File: config.mk
export PLATFORM = sky130hd
export DESIGN_NAME = acc_conversion_control
export DESIGN_NICKNAME = d
export VERILOG_FILES = /design/src/rtl/acc_pkg.sv /design/src/rtl/acc_conversion_control.sv
export SDC_FILE = /design/constraint.sdc
export NUM_CORES = 1
export LEC_CHECK = 0
export ABC_AREA = 1
export BUFFER_PORTS_ARGS = -buffer_cell sky130_fd_sc_hd__clkbuf_2
export CORE_AREA = 2 2 132 134
export CTS_CLUSTER_DIAMETER = 30
export DETAILED_ROUTE_END_ITERATION = 12
export DIE_AREA = 0 0 134 136
export GPL_ROUTABILITY_DRIVEN = 0
export HOLD_SLACK_MARGIN = 0.03
export PLACE_DENSITY = 0.52
export SYNTH_ARGS = -nofsm -noshare
export SYNTH_HDL_FRONTEND = slang
export SYNTH_SLANG_ARGS = --single-unit
File: constraint.sdc
create_clock -name clk -period 4 [get_ports clk]
set_input_delay 0.4 -clock clk [delete_from_list [all_inputs] [get_ports clk]]
set_output_delay 0.4 -clock clk [all_outputs]
set_load 0.02 [all_outputs]
File: src/rtl/acc_pkg.sv
// How it works
// - enable powers converter; clearing aborts conversion
// - single mode: each start write with enable set while idle, one conversion
// - free running: start launches, then self-repeats
// - first conversion 25 cycles, later ones 13
// - start reads one while busy; zero ignored
// - auto trigger: rising edge of chosen source
// - flag sets on every completion, even while the lock holds the result
// - irq only with flag, enable, global enable
// - flag cleared by vector or writing one
// - prescaler codes give divide 2,2,4..128
// - left adjust 15:6, else 9:0 zero-filled
// - differential channels give two's complement result
// - low byte read locks result until high
// - source field ignored without auto trigger
// - source codes: free, comparator, int0, timers
// - selection switch to set source triggers
// - switching to free running never triggers
// - disable bit kills buffer, pin reads zero
// - channel and reference change after completion
// - left adjust changes presentation at once

package acc_pkg;

  // ----------------------------------------------------------
  // register indices (byte address is four times the index)
  // ----------------------------------------------------------
  localparam logic [7:0] IDX_RESULT_LOW = 8'h78;
  localparam logic [7:0] IDX_RESULT_HIGH = 8'h79;
  localparam logic [7:0] IDX_CTRL_STATUS = 8'h7a;
  localparam logic [7:0] IDX_TRIG_SELECT = 8'h7b;
  localparam logic [7:0] IDX_CHANNEL_SELECT = 8'h7c;
  localparam logic [7:0] IDX_PIN_DISABLE = 8'h7e;

  // ----------------------------------------------------------
  // reset values and field positions
  // ----------------------------------------------------------
  localparam logic [7:0] RST_CTRL_STATUS = 8'h00;
  localparam logic [2:0] RST_TRIG_SELECT = 3'h0;
  localparam logic [7:0] RST_CHANNEL_SELECT = 8'h00;
  localparam logic [7:0] RST_PIN_DISABLE = 8'h00;
  localparam logic [9:0] RST_RESULT = 10'h000;
  localparam int LEFT_PAD = 6;           // zero bits below a left adjusted result
  localparam logic [2:0] TRIG_FREE_RUN = 3'h0;
  localparam logic [4:0] DIFF_FIRST = 5'h08;   // first differential channel code
  localparam logic [4:0] DIFF_LAST = 5'h1d;    // last differential channel code

  // ----------------------------------------------------------
  // cycle counts in converter clocks
  // ----------------------------------------------------------
  localparam logic [4:0] CYCLES_FIRST = 5'd25;
  localparam logic [4:0] CYCLES_NORMAL = 5'd13;

  // ----------------------------------------------------------
  // types
  // ----------------------------------------------------------
  typedef struct packed {
    logic converterEnable;
    logic conversionStart;
    logic autoTriggerEnable;
    logic completionFlag;
    logic completionIrqEnable;
    logic [2:0] clockPrescalerSelect;
  } acc_ctrl_s;

  typedef struct packed {
    logic [1:0] referenceSelect;
    logic leftAdjustResult;
    logic [4:0] inputChannelSelect;
  } acc_mux_s;

  typedef struct packed {
    logic powered;          // converter powered up
    logic sample;           // one-cycle pulse: conversion begins
    logic initialize;       // this conversion performs initialization
    logic differential;     // result must come as two's complement
    logic [4:0] channel;
    logic [1:0] reference;
  } acc_sar_s;

  typedef enum logic {ACC_IDLE, ACC_CONVERT} acc_conv_e;

endpackage : acc_pkg

File: src/rtl/acc_conversion_control.sv
`timescale 1ns/1ns
`default_nettype none

module acc_conversion_control
  import acc_pkg::*;
#(
  parameter int NUM_PINS = 8,      // analog pins with input buffer disable
  parameter int RESULT_W = 10      // conversion result width
)
(
  input wire logic clk,
  input wire logic rst,
  // ahb-lite slave
  input wire logic hsel,
  input wire logic [31:0] haddr,
  input wire logic [1:0] htrans,
  input wire logic hwrite,
  input wire logic [2:0] hsize,
  input wire logic [31:0] hwdata,
  input wire logic hready,
  output logic hreadyout,
  output logic hresp,
  output logic [31:0] hrdata,
  // processor interrupt side
  input wire logic globalIrqEnable,
  input wire logic irqVectorTaken,
  output logic conversionIrq,
  // trigger flags of other peripherals, codes 1 to 7
  input wire logic [7:1] triggerFlags,
  // analog core
  input wire logic [RESULT_W-1:0] sarResult,
  output acc_sar_s sarControl,
  // analog pins, digital path
  input wire logic [NUM_PINS-1:0] pinRaw,
  output logic [NUM_PINS-1:0] pinInput,
  output logic [NUM_PINS-1:0] pinBufferOn
);

  // ----------------------------------------------------------
  // elaboration checks
  // ----------------------------------------------------------
  if (RESULT_W != 10)
  begin : gChkWidth
    $error("result width must be 10");
  end
  if (NUM_PINS < 1 || NUM_PINS > 8)
  begin : gChkPins
    $error("pin count must lie in 1..8");
  end

  // ----------------------------------------------------------
  // state registers
  // ----------------------------------------------------------
  acc_ctrl_s ctrl_r;                 // stored control bits (start and flag unused here)
  logic flag_r;                      // completion flag
  logic [2:0] trigSel_r;             // trigger source field
  acc_mux_s mux_r;                   // channel, reference, adjust as written
  logic [7:0] pinDis_r;              // per-pin buffer disable
  logic [RESULT_W-1:0] result_r;     // last stored result
  logic lock_r;                      // low byte read, high byte pending
  acc_conv_e state_r;                // conversion state
  logic [4:0] cycCnt_r;              // converter clocks into conversion
  logic [4:0] cycLen_r;              // length of the running conversion
  logic firstPending_r;              // next conversion is the initializing one
  logic [6:0] prescCnt_r;            // system clock divider
  logic trigPrev_r;                  // selected trigger level, last cycle

  // bus pipeline
  logic busPend_r;                   // data phase waiting for access
  logic busWrite_r;
  logic busMapped_r;
  logic [7:0] busIdx_r;
  logic hreadyout_r;
  logic hresp_r;
  logic [31:0] hrdata_r;

  // outputs
  logic irq_r;
  acc_sar_s sar_r;
  logic [NUM_PINS-1:0] pinInput_r;
  logic [NUM_PINS-1:0] pinBufferOn_r;

  // ----------------------------------------------------------
  // bus decode
  // ----------------------------------------------------------
  wire busTake = hsel & htrans[1] & hready & hreadyout_r;
  wire busMapHit = (haddr[31:10] == 22'h000000) & (haddr[1:0] == 2'b00);
  wire busDo = busPend_r & busMapped_r;
  wire busWr = busDo & busWrite_r;
  wire busRd = busDo & ~busWrite_r;
  wire wrCtrl = busWr & (busIdx_r == IDX_CTRL_STATUS);
  wire wrTrig = busWr & (busIdx_r == IDX_TRIG_SELECT);
  wire wrMux = busWr & (busIdx_r == IDX_CHANNEL_SELECT);
  wire wrPin = busWr & (busIdx_r == IDX_PIN_DISABLE);
  wire rdLow = busRd & (busIdx_r == IDX_RESULT_LOW);
  wire rdHigh = busRd & (busIdx_r == IDX_RESULT_HIGH);
  wire acc_ctrl_s ctrlWr = acc_ctrl_s'(hwdata[7:0]);
  wire unusedBus = ^hsize;           // size is not decoded, word access only

  // ----------------------------------------------------------
  // prescaler
  // ----------------------------------------------------------
  // mask of divisor minus one; codes 0 and 1 both divide by two
  function automatic logic [6:0] prescMask(input logic [2:0] code);
    logic [6:0] m;
    m = 7'h01;
    if (code > 3'h1)
    begin
      m = 7'((8'h01 << code) - 8'h01);
    end
    return m;
  endfunction : prescMask

  wire [6:0] divMask = prescMask(ctrl_r.clockPrescalerSelect);
  wire convTick = ctrl_r.converterEnable & ((prescCnt_r & divMask) == divMask);

  // ----------------------------------------------------------
  // enable, trigger and start decisions
  // ----------------------------------------------------------
  wire enNxt = wrCtrl ? ctrlWr.converterEnable : ctrl_r.converterEnable;
  wire enRise = enNxt & ~ctrl_r.converterEnable;
  wire busy = (state_r == ACC_CONVERT);
  wire convDone = busy & convTick & (cycCnt_r == cycLen_r - 5'd1) & enNxt;
  wire abortNow = busy & ~enNxt;

  // selected trigger level, code zero forced low so choosing it makes no edge
  wire [7:0] trigVec = {triggerFlags, 1'b0};
  wire trigLevel = trigVec[trigSel_r];
  wire trigRise = trigLevel & ~trigPrev_r;
  wire autoOn = ctrl_r.autoTriggerEnable & ctrl_r.converterEnable;
  wire freeRun = autoOn & (trigSel_r == TRIG_FREE_RUN);

  wire swStart = wrCtrl & ctrlWr.conversionStart & ctrlWr.converterEnable;
  wire autoStart = autoOn & trigRise;
  wire freeRestart = freeRun & convDone & ~wrCtrl;
  wire startNow = (swStart | autoStart | freeRestart) & enNxt & (~busy | convDone);
  wire firstNow = firstPending_r | enRise;

  // ----------------------------------------------------------
  // result presentation and read data
  // ----------------------------------------------------------
  wire [15:0] resultWord = mux_r.leftAdjustResult ?
    {result_r, {LEFT_PAD{1'b0}}} : {{LEFT_PAD{1'b0}}, result_r};
  wire [7:0] ctrlRead = {ctrl_r.converterEnable, busy, ctrl_r.autoTriggerEnable, flag_r,
    ctrl_r.completionIrqEnable, ctrl_r.clockPrescalerSelect};
  wire [7:0] pinDisRead = pinDis_r;

  logic [7:0] readByte;
  // read multiplexer; unmapped indices read zero
  always_comb
  begin
    unique case (busIdx_r)
      IDX_RESULT_LOW: readByte = resultWord[7:0];
      IDX_RESULT_HIGH: readByte = resultWord[15:8];
      IDX_CTRL_STATUS: readByte = ctrlRead;
      IDX_TRIG_SELECT: readByte = {5'h00, trigSel_r};
      IDX_CHANNEL_SELECT: readByte = mux_r;
      IDX_PIN_DISABLE: readByte = pinDisRead;
      default: readByte = 8'h00;
    endcase
  end

  // ----------------------------------------------------------
  // next values
  // ----------------------------------------------------------
  // flag: a completion in the clearing cycle still sets it
  wire flagClr = (wrCtrl & ctrlWr.completionFlag) | irqVectorTaken;
  wire flagNxt = convDone | (flag_r & ~flagClr);

  // channel and reference reach the core only between conversions
  wire acc_mux_s muxNxt = wrMux ? acc_mux_s'(hwdata[7:0]) : mux_r;
  wire holdCfg = busy & ~convDone & ~abortNow;
  wire diffSel = (muxNxt.inputChannelSelect >= DIFF_FIRST) & (muxNxt.inputChannelSelect <= DIFF_LAST);

  // result lock: set by low byte read, released by high byte read
  wire lock_nxt = rdLow | (lock_r & ~rdHigh);

  acc_conv_e state_nxt;
  // conversion state machine
  always_comb
  begin
    state_nxt = state_r;
    unique case (state_r)
      ACC_IDLE:
      begin
        if (startNow)
        begin
          state_nxt = ACC_CONVERT;
        end
      end
      ACC_CONVERT:
      begin
        if (abortNow)
        begin
          state_nxt = ACC_IDLE;
        end
        else if (convDone & ~startNow)
        begin
          state_nxt = ACC_IDLE;
        end
      end
    endcase
  end

  // ----------------------------------------------------------
  // ahb-lite pipeline: one wait state per transfer
  // ----------------------------------------------------------
  // address phase capture
  always_ff @(posedge clk)
  begin
    if (rst)
    begin
      busPend_r <= 1'b0;
      busWrite_r <= 1'b0;
      busMapped_r <= 1'b0;
      busIdx_r <= 8'h00;
    end
    else if (busTake)
    begin
      busPend_r <= 1'b1;
      busWrite_r <= hwrite;
      busMapped_r <= busMapHit;
      busIdx_r <= haddr[9:2];
    end
    else
    begin
      busPend_r <= 1'b0;
    end
  end

  // data phase answer; response always okay
  always_ff @(posedge clk)
  begin
    if (rst)
    begin
      hreadyout_r <= 1'b1;
      hresp_r <= 1'b0;
      hrdata_r <= 32'h00000000;
    end
    else
    begin
      hreadyout_r <= ~busTake;
      hresp_r <= 1'b0;
      hrdata_r <= (busPend_r & ~busWrite_r) ? {24'h000000, busMapped_r ? readByte : 8'h00} : hrdata_r;
    end
  end

  // ----------------------------------------------------------
  // software registers
  // ----------------------------------------------------------
  // control, trigger, channel and pin registers
  always_ff @(posedge clk)
  begin
    if (rst)
    begin
      ctrl_r <= acc_ctrl_s'(RST_CTRL_STATUS);
      trigSel_r <= RST_TRIG_SELECT;
      mux_r <= acc_mux_s'(RST_CHANNEL_SELECT);
      pinDis_r <= RST_PIN_DISABLE;
    end
    else
    begin
      ctrl_r <= wrCtrl ? ctrlWr : ctrl_r;
      trigSel_r <= wrTrig ? hwdata[2:0] : trigSel_r;
      mux_r <= muxNxt;
      pinDis_r <= wrPin ? hwdata[7:0] : pinDis_r;
    end
  end

  // completion flag, result, lock and trigger level history
  always_ff @(posedge clk)
  begin
    if (rst)
    begin
      flag_r <= 1'b0;
      result_r <= RST_RESULT;
      lock_r <= 1'b0;
      trigPrev_r <= 1'b0;
    end
    else
    begin
      flag_r <= flagNxt;
      lock_r <= lock_nxt;
      result_r <= (convDone & ~lock_r) ? sarResult : result_r;
      trigPrev_r <= trigLevel;
    end
  end

  // ----------------------------------------------------------
  // conversion sequencing
  // ----------------------------------------------------------
  // prescaler runs only while enabled, restarting from zero
  always_ff @(posedge clk)
  begin
    if (rst | ~ctrl_r.converterEnable)
    begin
      prescCnt_r <= 7'h00;
    end
    else
    begin
      prescCnt_r <= prescCnt_r + 7'h01;
    end
  end

  // state, cycle counter and length of the running conversion
  always_ff @(posedge clk)
  begin
    if (rst)
    begin
      state_r <= ACC_IDLE;
      cycCnt_r <= 5'd0;
      cycLen_r <= CYCLES_NORMAL;
      firstPending_r <= 1'b0;
    end
    else
    begin
      state_r <= state_nxt;
      if (startNow)
      begin
        cycCnt_r <= 5'd0;
        cycLen_r <= firstNow ? CYCLES_FIRST : CYCLES_NORMAL;
        firstPending_r <= 1'b0;
      end
      else
      begin
        cycCnt_r <= (busy & convTick) ? cycCnt_r + 5'd1 : cycCnt_r;
        firstPending_r <= firstPending_r | enRise;
      end
    end
  end

  // ----------------------------------------------------------
  // outputs to processor and analog core
  // ----------------------------------------------------------
  // interrupt request and core controls
  always_ff @(posedge clk)
  begin
    if (rst)
    begin
      irq_r <= 1'b0;
      sar_r <= '0;
    end
    else
    begin
      irq_r <= flagNxt & ctrl_r.completionIrqEnable & globalIrqEnable;
      sar_r.powered <= enNxt;
      sar_r.sample <= startNow;
      sar_r.initialize <= startNow ? firstNow : sar_r.initialize;
      sar_r.channel <= holdCfg ? sar_r.channel : muxNxt.inputChannelSelect;
      sar_r.reference <= holdCfg ? sar_r.reference : muxNxt.referenceSelect;
      sar_r.differential <= holdCfg ? sar_r.differential : diffSel;
    end
  end

  // ----------------------------------------------------------
  // per-pin digital input path
  // ----------------------------------------------------------
  for (genvar i = 0; i < NUM_PINS; i++)
  begin : gPin
    logic meta_r;
    logic sync_r;
    // two-stage synchroniser, then gated by the disable bit
    always_ff @(posedge clk)
    begin
      if (rst)
      begin
        meta_r <= 1'b0;
        sync_r <= 1'b0;
        pinInput_r[i] <= 1'b0;
        pinBufferOn_r[i] <= 1'b1;
      end
      else
      begin
        meta_r <= pinRaw[i];
        sync_r <= meta_r;
        pinInput_r[i] <= sync_r & ~pinDis_r[i];
        pinBufferOn_r[i] <= ~pinDis_r[i];
      end
    end
  end

  // ----------------------------------------------------------
  // output wiring
  // ----------------------------------------------------------
  assign hreadyout = hreadyout_r;
  assign hresp = hresp_r | (unusedBus & 1'b0);
  assign hrdata = hrdata_r;
  assign conversionIrq = irq_r;
  assign sarControl = sar_r;
  assign pinInput = pinInput_r;
  assign pinBufferOn = pinBufferOn_r;

endmodule : acc_conversion_control

`default_nettype wire

; ---- After elaboration in Yosys (flattened, before gate mapping)
; Index checks and enable logic that the tools add are counted.
[word_totals]
wordCells = 176
register_bits = 121
out_inout_bits = 62
[classes]
n_eq_ne = 8
mux = 14
add_sub_neg = 4
n_lt_le_gt_ge = 4
n_bitwise = 78
shift = 1
n_reduce_logical = 4
[op_table]
columns = op, count
row1 = $and 1x1->1, 48
row2 = $eq 8x7->1 const B, 6
row3 = $pmux 8 s6, 1
row4 = $logic_not 22->1, 1
row5 = $not 1->1, 21
row6 = $mux 16, 1
row7 = $mux 8, 2
row8 = $or 1x1->1, 8
row9 = $add 7x1->7 const B, 1
row10 = $and 7x7->7, 1
row11 = $eq 7x7->1, 1
row12 = $mux 7, 1
row13 = $shl 1x3->7 const A, 1
row14 = $sub 7x1->7 const B, 1
row15 = $mux 1, 6
row16 = $add 5x1->5 const B, 1
row17 = $eq 5x5->1, 1
row18 = $ge 5x4->1 const B, 1
row19 = $le 5x5->1 const B, 1
row20 = $mux 5, 1
row21 = $sub 5x1->5 const B, 1
row22 = $lt 3x4->1 const B, 1
row23 = $bmux 1 s3, 1
row24 = $gt 3x1->1 const B, 1
row25 = 4 further kinds, 4

; ---- Longest topological paths before layout
; Gate-level depths: netlist (run 1).
[logic_depth]
depth_word = 19
mapped_depth = 18
depth_no_buf = 18

; ---- Worst setup path before layout (run 1)
; No wires, ideal clock.
[synth_timing]
path_type = reg2reg
start = reg ctrl_r (netlist bit ctrlRead[0])
end = reg cycCnt_r[2]
path_slack_ps = 2098
arrival_ps = 1787
n_path_buf = 0
setup_time_ps = 115
path_stages_with_launch = 16
period_less_slack_ps = 1902
cell_sequence = dfxtp_1 -> nor2_1 -> nand2_1 -> ha_1 -> inv_1 -> nand2_1 -> nand3_1 -> nand2_1 -> a21oi_1 -> nand2_1 -> inv_2 -> nand3_1 -> nand2_1 -> nand2_1 -> nand2_2 -> nor2_1
[synth_between]
elab_chain_cells = 15
word_cells_on_any_way = 17
classes_between = add/sub: 1 / order compare: 1 / eq/ne: 1 / shift: 1 / mux: 1 / bitwise: 11 / reduce/logical: 1
[synth_lines]
columns = element, line
row1 = start: declaration, acc_conversion_control.sv:54  ; acc_ctrl_s ctrl_r;
row2 = start signal: assignment, acc_conversion_control.sv:256  ; ctrl_r <= acc_ctrl_s'(RST_CTRL_STATUS);
row3 = start signal: assignment, acc_conversion_control.sv:263  ; ctrl_r <= wrCtrl ? ctrlWr : ctrl_r;
row4 = $shl 1x3->7, acc_conversion_control.sv:109  ; m = 7'((8'h01 << code) - 8'h01);
row5 = $sub 7x1->7, acc_conversion_control.sv:109
row6 = $mux 7 (*), acc_conversion_control.sv:107  ; if (code > 3'h1)
row7 = $and 7x7->7, acc_conversion_control.sv:115  ; wire convTick = ctrl_r.converterEnable & ((prescCnt_r & divMask) == divMask);
row8 = $eq 7x7->1 (*), acc_conversion_control.sv:115
row9 = $and 1x1->1 (*), acc_conversion_control.sv:115
row10 = $and 1x1->1 (*), "acc_conversion_control.sv:123, acc_conversion_control.sv:326"
row11 = $and 1x1->1 (2 in a row), acc_conversion_control.sv:123  ; wire convDone = busy & convTick & (cycCnt_r == cycLen_r - 5'd1) & enNxt;
row12 = $and 1x1->1 (2 in a row), acc_conversion_control.sv:135  ; wire freeRestart = freeRun & convDone & ~wrCtrl;
row13 = $or 1x1->1, acc_conversion_control.sv:136  ; wire startNow = (swStart | autoStart | freeRestart) & enNxt & (~busy | convDone);
row14 = $and 1x1->1 (2 in a row), acc_conversion_control.sv:136
row15 = $reduce_or 2->1 (no line), n/a
row16 = end signal: assignment, acc_conversion_control.sv:326  ; cycCnt_r <= (busy & convTick) ? cycCnt_r + 5'd1 : cycCnt_r;
row17 = end: declaration, acc_conversion_control.sv:62  ; logic [4:0] cycCnt_r;
; Mark *: on every way between the ends. The rest lies on a longest branch, timed or not.
; A chain may end at the register's enable or synchronous reset.

; ---- Worst setup path after layout (run 1)
[layout_timing]
start = reg ctrl_r (netlist bit ctrlRead[2])
end = reg result_r[4]
[layout_between]
elab_chain_cells = 10
word_cells_on_any_way = 11
classes_between = add/sub: 1 / order compare: 1 / eq/ne: 1 / shift: 1 / mux: 1 / bitwise: 6
[layout_lines]
columns = element, line
row1 = $shl 1x3->7, acc_conversion_control.sv:109
row2 = $sub 7x1->7, acc_conversion_control.sv:109
row3 = $mux 7 (*), acc_conversion_control.sv:107
row4 = $and 7x7->7, acc_conversion_control.sv:115
row5 = $eq 7x7->1 (*), acc_conversion_control.sv:115
row6 = $and 1x1->1 (*), acc_conversion_control.sv:115
row7 = $and 1x1->1 (*) (3 in a row), acc_conversion_control.sv:123
row8 = $and 1x1->1 (*), acc_conversion_control.sv:284  ; result_r <= (convDone & ~lock_r) ? sarResult : result_r;
row9 = end signal: assignment, acc_conversion_control.sv:284
row10 = end: declaration, acc_conversion_control.sv:59  ; logic [RESULT_W-1:0] result_r;
; Marked as above.

==> results of run 1 <==
==> routing by layer <==
metal / vias up / track usage, %
met2: 83 / 24.1
met4: 0 / 6.74
met5: - / 0
met1: 1998 / 18.4
li1: 2332 / -
met3: 15 / 3.06
==> placed cells by master (no fill, tap or decap), types with 2 or more instances in the layout <==
cell          n
clkbuf_16    17
inv_2         6
nand2_1     143
nor2_1       81
nor3_2        2
nor2_2        2
a211oi_1      6
bufinv_16     2
dfxtp_1     117
clkinvlp_4    4
o221ai_1      2
a21oi_1      41
clkbuf_8      4
clkbuf_2    109
nand3_1      37
clkinv_2      2
nor3_1        2
conb_1       25
inv_1        76
nand4_1       9
nor2_4        2
nand2_2       5
ha_1          4
xor2_1        4
o21ai_0      54
nor3b_1       8
nor4_1        9
o21ai_1       4
buf_4         3
==> worst max-delay path, delay by kind of cell, from the launching register on <==
family / cells / cell delay [ns]
fa+ha+maj: 1 / 0.24
simple gates: 9 / 0.93
buf+inv: 4 / 0.55
compound gates: 1 / 0.17
flops: 1 / 0.32
==> cell usage after synthesis, types with 2 or more instances <==
master	n	share of area (%)
nand2_1	143	11
dfxtp_1	117	47
nor2_1	81	6.1
inv_1	76	5.7
o21ai_0	54	5.4
a21oi_1	41	4.1
nand3_1	37	3.7
buf_4	26	3.9
clkbuf_1	10	0.75
nand4_1	9	1.1
nor4_1	9	1.1
nor3b_1	8	1.2
a211oi_1	6	0.90
inv_2	6	0.45
buf_2	5	0.50
nand2_2	5	0.63
ha_1	4	1.0
o21ai_1	4	0.40
xor2_1	4	0.70
buf_1	3	0.23
nor2_2	2	0.25
nor2_4	2	0.45
nor3_1	2	0.20
nor3_2	2	0.40
o221ai_1	2	0.35
==> registers in the layout, summed over array words and instances (netlist names), 8 cells and up <==
signal and count:
mux_r 8, gPin.meta_r 8, pinDisRead 8, result_r 10, gPin.sync_r 8, hrdata 8, sarControl 10, pinBufferOn 8
pinInput 8, busIdx_r 8
==> worst max path at each step <==
stage | start | endpoint | slack [ns] | depth (start not counted)
2_1_floorplan | ctrlRead[0] | cycCnt_r[2] | 2.10 | 15
4_1_cts | ctrlRead[2] | result_r[5] | 1.63 | 15
3_3_place_gp | ctrlRead[2] | result_r[5] | 1.63 | 15
5_1_grt | ctrlRead[1] | result_r[4] | 1.30 | 18
6_report | ctrlRead[2] | result_r[4] | 1.68 | 15
3_5_place_dp | ctrlRead[2] | result_r[5] | 1.63 | 15
==> stage by stage <==
step / cells / instance area, µm² / hold WS (ns) / util [%]
finish: 1018 / 6230 / 0.176 / 36.9
global route: 1018 / 6230 / 0.172 / 36.9
CTS: 1018 / 6230 / 0.157 / 36.9
detailed placement: 988 / 5640 / 0.392 / 33.4
global placement: 988 / 5640 / 0.389 / 33.4
floorplan: 696 / 5070 / 0.388 / -
==> power breakdown <==
group	switching, mW	internal (mW)	total, mW
Clock	0.518	0.972	1.49
Combinational	0.0712	0.0374	0.109
Sequential	0.00442	1.18	1.18
==> cell families (layout without fill, tap and decap cells) <==
family          after synthesis  count (layout)  share of synthesized area, %
compound gates              113             113                          12.2
xor+xnor                      5               5                         0.879
fa+ha+maj                     4               4                          1.00
buf+inv                     127             224                          11.8
flops                       117             117                          47.0
other cells                   1              25                        0.0753
simple gates                305             305                          27.1
==> area by class of cell <==
type                       instances  area share, %
sequential                       117           37.6
multi-input combinational        452           34.4
timing repair buffer             112           9.12
clock buffer                      22           7.78
inverter                          82           4.94
tap                              225           4.52
clock inverter                     8           1.61
==> qor.csv, run 1 <==
metric,value,unit
clkTransAtPathRegs,0.05,ns
grtUsageTotal,14.6,%
clock_path_buffers,2,
start_kind,register,
fin_crit_sh,58.0,%
grt_max_degree,64,
drv_cap,0,
met1_length,5870,µm
pre_cts_ws,1.63,ns
viasPerCell,4.35,
hold_path_class,primary input to register,
cts_setup_buffers,0,
postCtsResizedCells,0,
rsz0062_at_grt,false,
yosys_most_used_dff,dfxtp_1,
synth-edff-count,0,
crit_required,4.30,ns
rows,48,
htree_levels,4,
ys_ff_latch,117,
synthCells,672,
slowest_delay,0.32,ns
clockRootBuffer,clkbuf_16,
skew,0.0109,ns
critPathCaptureType,register,
maxSlewViolCount,0,
globalRouteOverflowTotal,0,
ys_seq_area_share,47.0,%
layout-drive-gt1-share,20.6,%
cpMostUsedCell,nand2_1,
die-width,134,µm
outcome,"complete, no violations",
total_power,2.78,mW
avgSynthCellArea,7.41,µm²
ys_types,39,
worstReg2RegEnd,result_r[4],
io_buffers,109,
syn_area,4980,µm²
tightest_slew,1.02,ns
hpwl,9520,µm
syn_to_final_growth,25.0,%
antenna_left,0,
path_cells,inv_1 -> nand3_1 -> ha_1 -> inv_1 -> nand2_1 -> nand3_1 -> nand2_1 -> a21oi_1 -> nand2_1 -> inv_2 -> nand2_2 -> nor2_4 -> inv_2 -> nor2_1 -> nor2_1,
first_global_vias,4117,
avgRoutedWirePerCell,12.5,µm
num_vias,4428,
max_clock_freq,0.431,GHz
antenna_found_initial,0,
powerDensity,447,nW/µm²
grt_first_pass_wirelength,20600,µm
drt_first_pass_iters,5,
clkSinkCount,117,
async_flop_share,0,%
reg2reg_from,ctrlRead[2],
worst_ep_arrival_time,2.62,ns
reg2reg_slack,1.68,ns
dieArea,18200,µm²
fp.dieH,136,µm
top_layer_used,met4,
finalSetupViolations,0,
tns,0,ns
critPathKind,register to register,
wl_met3,455,µm
irDropWorstVdd,274,µV
drcViolationCount,0,
min_path_cells,3,
p_leak,2.68,nW
cts_tree,yes,
worstHoldStart,pinRaw[1],
met2_length,6200,µm
layout_setup_ws,1.68,ns
fill_cells,1808,
yosysWarnings,0,
nets,887,
hold_buffers,0,
insertedDiodeCount,0,
slew_headroom,31.8,%
clock_latency,0.41,ns
register_area,2340,µm²
core_area,16900,µm²
cp_slowest_cell,dfxtp_1,
first_iter_violations,270,
routed_wl,12700,µm
hold_end,gPin[1].meta_r,
final.min_clock_period,2.32,ns
reg2regPathDepth,15,
cts_made_buffers,17,
worst-path-max-fanout,11,
hold_viol_final,0,
multi_input_area,2140,µm²
initial_core_util,29.5,%
io_pins,163,
(Power assumes the default switching activity.)
==> run 2, diff against run 1 <==
--- a/config.mk
+++ b/config.mk
@@ -13,7 +13,7 @@
 export DIE_AREA = 0 0 134 136
 export GPL_ROUTABILITY_DRIVEN = 0
 export HOLD_SLACK_MARGIN = 0.03
-export PLACE_DENSITY = 0.52
+export PLACE_DENSITY = 0.53
 export SYNTH_ARGS = -nofsm -noshare
 export SYNTH_HDL_FRONTEND = slang
 export SYNTH_SLANG_ARGS = --single-unit
==> constraint.sdc (replaced) <==
create_clock -name clk -period 2.04 [get_ports clk]
set_input_delay 0.204 -clock clk [delete_from_list [all_inputs] [get_ports clk]]
set_output_delay 0.204 -clock clk [all_outputs]
set_load 0.02 [all_outputs]
==> run 2 against run 1 <==
  * Flip-flop and latch count did not move
  * Clock power rose by 100%
  * Final cell count rose by 5.7%
  * Fmax rose by 16%
  * Combinational power rose by 140%
  * Hold slack got worse by 0.11 ns
  * Clock-buffer cell count fell by 3
  * Largest power group unchanged
  * Global-route usage rose by 0.66 points
  * Clock skew fell by 0.0048 ns
  * Sequential power rose by 97%
==> qor.csv, run 2 (synthesis results as in run 1) <==
metric,value,unit,change
cp-endpoint,result_r[8],,
hold_viol_final,0,,unchanged
clock_latency,0.42,ns,about the same
critPathKind,register to register,,
dp_cells,1011,,+2.3%
cp_slowest_cell,dfxtp_2,,
cp_top_family,simple AND/OR/NAND/NOR gates,,
irDropWorstVdd,568,µV,+110%
rows,48,,unchanged
insertedDiodeCount,0,,unchanged
initial_core_util,29.5,%,unchanged
fin_crit_sh,97.6,%,+40 points
routed_wl,13500,µm,+5.7%
clkTransAtPathRegs,0.05,ns,about the same
layout.cells.non_filler,1076,,+5.7%
cp-startpoint,ctrlRead[1],,
clockRootBuffer,clkbuf_16,,
worst_ep_arrival_time,2.33,ns,-0.29 ns
grt_busiest_layer,met2,,
globalRouteOverflowTotal,0,,unchanged
avgRoutedWirePerCell,12.5,µm,about the same
outcome,"complete, no violations",,
min_path_cells,4,,+1
io_pins,163,,unchanged
clock_path_buffers,2,,unchanged
first_iter_violations,228,,-16%
critPathBufInv,2,,-2
dieArea,18200,µm²,unchanged
grt_max_degree,31,,-52%
path_depth,14,,-1
die-width,134,µm,unchanged
finalSetupViolations,0,,unchanged
hpwl,9890,µm,+3.9%
grtUsageTotal,15.3,%,+0.66 points
drv_cap,0,,unchanged
path_cells,nor2_2 -> nand2_1 -> ha_2 -> nor2_1 -> o21ai_0 -> nand2_1 -> a21oi_2 -> nand2_2 -> inv_4 -> nand2_4 -> nor2_4 -> buf_6 -> o21ai_2 -> nor2_1,,
first_global_vias,4357,,+5.8%
antenna_left,0,,unchanged
final.min_clock_period,1.99,ns,-0.328 ns
layout-drive-gt1-share,25.4,%,+4.8 points
layout_common_cells,"139 x nand2_1, 114 x dfxtp_1, 109 x clkbuf_2, 76 x nor2_1, 74 x inv_1",,
grt_first_pass_wirelength,21400,µm,+4.1%
rsz0062_at_grt,true,,
p_leak,2.98,nW,+11%
max_clock_freq,0.502,GHz,+16%
use_met3,4.18,%,+1.1 points
clkSinkCount,117,,unchanged
slowest_delay,0.32,ns,about the same
nets,943,,+6.3%
io_buffers,109,,unchanged
syn_to_final_growth,37.2,%,
worst-path-max-fanout,7,,-4
total_power,5.56,mW,+100%
drt_first_pass_iters,5,,unchanged
viasPerCell,4.36,,+0.29%
drcViolationCount,0,,unchanged
fp.dieH,136,µm,unchanged
num_vias,4694,,+6.0%
tightest_slew,0.590,ns,-0.427 ns
met2_usage,25.1,%,+1.0 points
antenna_found_initial,0,,unchanged
worstReg2RegEnd,result_r[8],,
reg2reg_from,ctrlRead[1],,
reg2regPathDepth,14,,-1
core_area,16900,µm²,unchanged
cts_tree,yes,,
powerDensity,814,nW/µm²,+82%
start_kind,register,,
maxSlewViolCount,0,,unchanged
crit_required,2.38,ns,-1.92 ns
cts_made_buffers,17,,unchanged
skew,0.00610,ns,-0.00484 ns
mostFrequentLayoutCell,nand2_1,,
critPathCaptureType,register,,
gr-usage-met1,19.2,%,+0.84 points
slew_headroom,60.5,%,+29 points
hold_path_class,primary input to register,,
reg2reg_slack,0.05,ns,-1.63 ns
htree_levels,4,,unchanged
run 2: how the worst min path moves through the flow:
stage / startpoint / end / slack, ns
floorplan: haddr[5] / busIdx_r[3] / 0.31
global placement: gPin[5].meta_r / gPin[5].sync_r / 0.39
detailed placement: gPin[2].meta_r / gPin[2].sync_r / 0.39
CTS: sarResult[8] / result_r[8] / 0.04
global route: haddr[22] / busMapped_r / 0.09
finish: haddr[25] / busMapped_r / 0.06
run 2: final cells by class:
cell class | count | area (µm²)
Fill cell | 1782 | 10000
Sequential cell | 117 | 2350
Multi-Input combinational cell | 452 | 2230
Timing Repair Buffer | 168 | 1070
Clock buffer | 19 | 433
Inverter | 82 | 313
Tap cell | 225 | 282
Clock inverter | 13 | 159
run 2: stage by stage:
stage	TNS, ns	hold slack, ns	util (%)	instance area, µm²	setup WS (ns)
after detailed placement	-0.137	0.392	34.5	5830	-0.0340
final	0	0.0608	40.5	6830	0.0499
after global routing	-1.36	0.0921	40.5	6830	-0.131
after CTS	0	0.0391	39.7	6700	0.00940
after global placement	0	0.389	34.5	5830	0.00973
after floorplan	0	0.307	-	5070	0.138
run 2: tightest hold or removal path, cell delays in order:
cell      delay (ns)
clkbuf_2        0.07
nor4_1          0.03
nand4_1         0.05
o21ai_0         0.06
run 2: where the power goes:
group          internal (mW)  switching, mW  leakage [nW]  total, mW
clock network           1.91           1.07         0.283       2.98
logic                  0.110          0.152          1.75      0.263
registers               2.31        0.00868         0.949       2.32
run 2: what timing repair did:
item,4_1_cts,5_1_grt
gates resized for setup,4,34
hold buffers,27,0
endpoints found under the hold margin,27,0
setup endpoints to repair,15,30
pin swaps,0,16
setup buffers,0,6
run 2: layer usage:
metal	vias up	wire [µm]	share of wire [%]
li1	2443	-	-
met1	2135	6240	46
met2	96	6430	48
met3	20	587	4.4
met4	0	201	1.5
met5	-	0	0
==> run 3, diff against run 2 <==
--- a/config.mk
+++ b/config.mk
@@ -5,15 +5,15 @@
 export SDC_FILE = /design/constraint.sdc
 export NUM_CORES = 1
 export LEC_CHECK = 0
-export ABC_AREA = 1
 export BUFFER_PORTS_ARGS = -buffer_cell sky130_fd_sc_hd__clkbuf_2
-export CORE_AREA = 2 2 132 134
+export CORE_AREA = 2 2 134 136
 export CTS_CLUSTER_DIAMETER = 30
 export DETAILED_ROUTE_END_ITERATION = 12
-export DIE_AREA = 0 0 134 136
+export DIE_AREA = 0 0 136 138
 export GPL_ROUTABILITY_DRIVEN = 0
 export HOLD_SLACK_MARGIN = 0.03
 export PLACE_DENSITY = 0.53
 export SYNTH_ARGS = -nofsm -noshare
 export SYNTH_HDL_FRONTEND = slang
 export SYNTH_SLANG_ARGS = --single-unit
+export TNS_END_PERCENT = 5
==> run 3 against run 2 <==
  * Clock power up 4%
  * Die area up 3.0%
  * Flip-flop and latch count unchanged
  * Via count down 7.9%
  * Clock-buffer cell count down 1
  * The flow now finishes with violations (setup timing)
  * Largest cell class is now multi-input combinational cells
  * Synthesized cell count down 19%
  * Synthesized area up 3.2%
  * Critical path depth down 6
  * Sequential power about the same
  * Register-to-register slack worse by 0.51 ns
  * Hold slack worse by 0.020 ns
==> qor.csv, run 3 <==
metric,value,unit,change
ys_types,61,,+56%
p_sw_share,21.3,%,-0.84 points
dp_cells,896,,-11%
stdcell_area,7000,µm²,+2.5%
avgSynthCellArea,9.44,µm²,+27%
drcViolationCount,0,,unchanged
hold_viol_final,0,,unchanged
power.net_switching,1.21,mW,-1.4%
insertedDiodeCount,0,,unchanged
seqPwrFrac,40.7,%,-1.0 points
mostFrequentLayoutCell,dfxtp_1,,
crit_required,2.35,ns,-0.03 ns
synth_area_leader_cell,dfxtp_1,,
initial_core_util,29.3,%,-0.19 points
clkTransAtPathRegs,0.06,ns,about the same
worst_ep_arrival_time,2.81,ns,+0.48 ns
powerDensity,814,nW/µm²,about the same
dpl_cell_area,6120,µm²,+5.1%
yosysWarnings,0,,unchanged
hpwl,9880,µm,about the same
ys_seq_area_share,45.5,%,-1.5 points
total_power,5.70,mW,+2.4%
avgRoutedWirePerCell,14.2,µm,+14%
die-width,136,µm,+1.5%
async_flop_share,0,%,unchanged
rsz0062_at_grt,true,,
finalSetupViolations,30,,+30
num_vias,4325,,-7.9%
final.min_clock_period,2.51,ns,+0.515 ns
max_clock_freq,0.399,GHz,-21%
reg2regPathDepth,8,,-6
antenna_left,0,,unchanged
gr-usage-met1,18.5,%,-0.66 points
use_met3,3.52,%,-0.66 points
drv_cap,0,,unchanged
drt_first_pass_iters,4,,-1
p_clk_share,54.6,%,+1.0 points
syn_area,5140,µm²,+3.2%
first_global_vias,4294,,-1.4%
start_kind,register,,
cts_tree,yes,,
critPathKind,register to register,,
tns,-11.36,ns,-11.36 ns
antenna_found_initial,0,,unchanged
yosys_most_used_dff,dfxtp_1,,
layout.cells.non_filler,948,,-12%
fp.dieH,138,µm,+1.5%
p_comb_share,4.7,%,about the same
p_leak,2.86,nW,-4.3%
synth_top_cells_by_area,"dfxtp_1 46%, mux2i_1 6.4%, buf_4 4.2%",,
clock_path_buffers,2,,unchanged
synth-edff-count,0,,unchanged
ys_ff_latch,117,,unchanged
grt_busiest_layer,met2,,
irDropWorstVdd,584,µV,+2.9%
synth_commonest_cells,"117 x dfxtp_1, 51 x nand2_1, 47 x nor2_1, 33 x mux2i_1, 30 x a21oi_1",,
synth_top_area_share,45.5,%,-1.5 points
layout_setup_ws,-0.465,ns,-0.515 ns
met2_usage,24.0,%,-1.1 points
grtUsageTotal,14.8,%,-0.52 points
clock_latency,0.42,ns,about the same
io_buffers,109,,unchanged
routed_wl,13500,µm,+0.39%
synthCells,545,,-19%
rows,49,,+2.1%
outcome,"finished, violations left",,
maxSlewViolCount,0,,unchanged
hold_path_class,primary input to register,,
fin_crit_sh,123,%,+25 points
nets,811,,-14%
violations,setup timing,,
viasPerCell,4.56,,+4.6%
syn_to_final_growth,36.1,%,
min_path_cells,3,,-1
globalRouteOverflowTotal,0,,unchanged
grt_first_pass_wirelength,21500,µm,+0.64%
layout-drive-gt1-share,31.6,%,+6.2 points
worst-path-max-fanout,6,,-1
dieArea,18800,µm²,+3.0%
clkSinkCount,117,,unchanged
core_area,17500,µm²,+3.9%
intPower,4.49,mW,+3.5%
htree_levels,4,,unchanged
clockRootBuffer,clkbuf_16,,
synth.most_common_cell,dfxtp_1,,
grt_max_degree,70,,+130%
cts_made_buffers,17,,unchanged
skew,0.00880,ns,+0.00270 ns
layout_common_cells,"115 x dfxtp_1, 108 x clkbuf_2, 51 x nand2_1, 46 x nor2_1, 42 x buf_4",,
io_pins,163,,unchanged
first_iter_violations,223,,-2.2%
critPathCaptureType,register,,
run 3: final timing paths:
check                 start              to  slack [ns]
max             ctrlRead[0]     cycCnt_r[1]       -0.47
min reg2reg  gPin[3].meta_r  gPin[3].sync_r        0.43
max reg2reg     ctrlRead[0]     cycCnt_r[1]       -0.47
min            sarResult[3]     result_r[3]        0.04
run 3: per-stage QoR:
step,utilization (%),hold slack [ns],setup WS [ns]
global route,39.9,0.0461,-0.535
detailed placement,34.9,0.416,-0.563
CTS,39.8,0.0345,-0.463
floorplan,-,0.332,-0.544
global placement,34.9,0.416,-0.486
finish,39.9,0.0410,-0.465
run 3: final cells by class:
cell class              instances  area [µm²]
fillers                      1770       10500
multi-input cells             390        2630
flip-flops and latches        117        2340
repair buffers                171        1090
clock buffers                  18         439
well taps                     229         287
clock inverters                14         184
inverters                       9        33.8
run 3: routing by layer:
metal  up-vias  wire (µm)
met1      2012       6180
met4         0        287
met3        20        641
met5         -          0
li1       2187          -
met2       106       6400
run 3: worst max-delay path, cell delays in order (launching register included):
cell	delay, ns
dfxtp_2	0.32
or3_4	0.39
ha_4	0.19
or3_1	0.30
a21o_1	0.19
a41oi_4	0.36
or2_4	0.20
mux2_4	0.29
and3b_1	0.17
run 3: cell families after synthesis:
kind of cell | synth area share, %
simple gates | 23.4
flops | 45.5
compound gates | 11.1
buf+inv | 6.91
mux | 9.92
xor+xnor | 2.04
fa+ha+maj | 0.973
other cells | 0.0729
run 3: power by group through the flow:
| stage | registers (mW) | logic, mW | clock network (mW) |
|---|---|---|---|
| after floorplan | 2.37 | 0.158 | 0 |
| after global placement | 2.37 | 0.239 | 0 |
| after detailed placement | 2.37 | 0.241 | 0 |
| after CTS | 2.32 | 0.270 | 3.18 |
| after global routing | 2.32 | 0.295 | 3.29 |
| final | 2.32 | 0.269 | 3.11 |
run 3: repair_timing:
item | 4_1_cts | 5_1_grt
gates cloned | 1 | 0
hold buffers | 18 | 0
setup buffers | 1 | 0
setup endpoints to repair | 30 | 32
endpoints found under the hold margin | 18 | 0
gates resized for setup | 9 | 4
pin swaps | 7 | 2
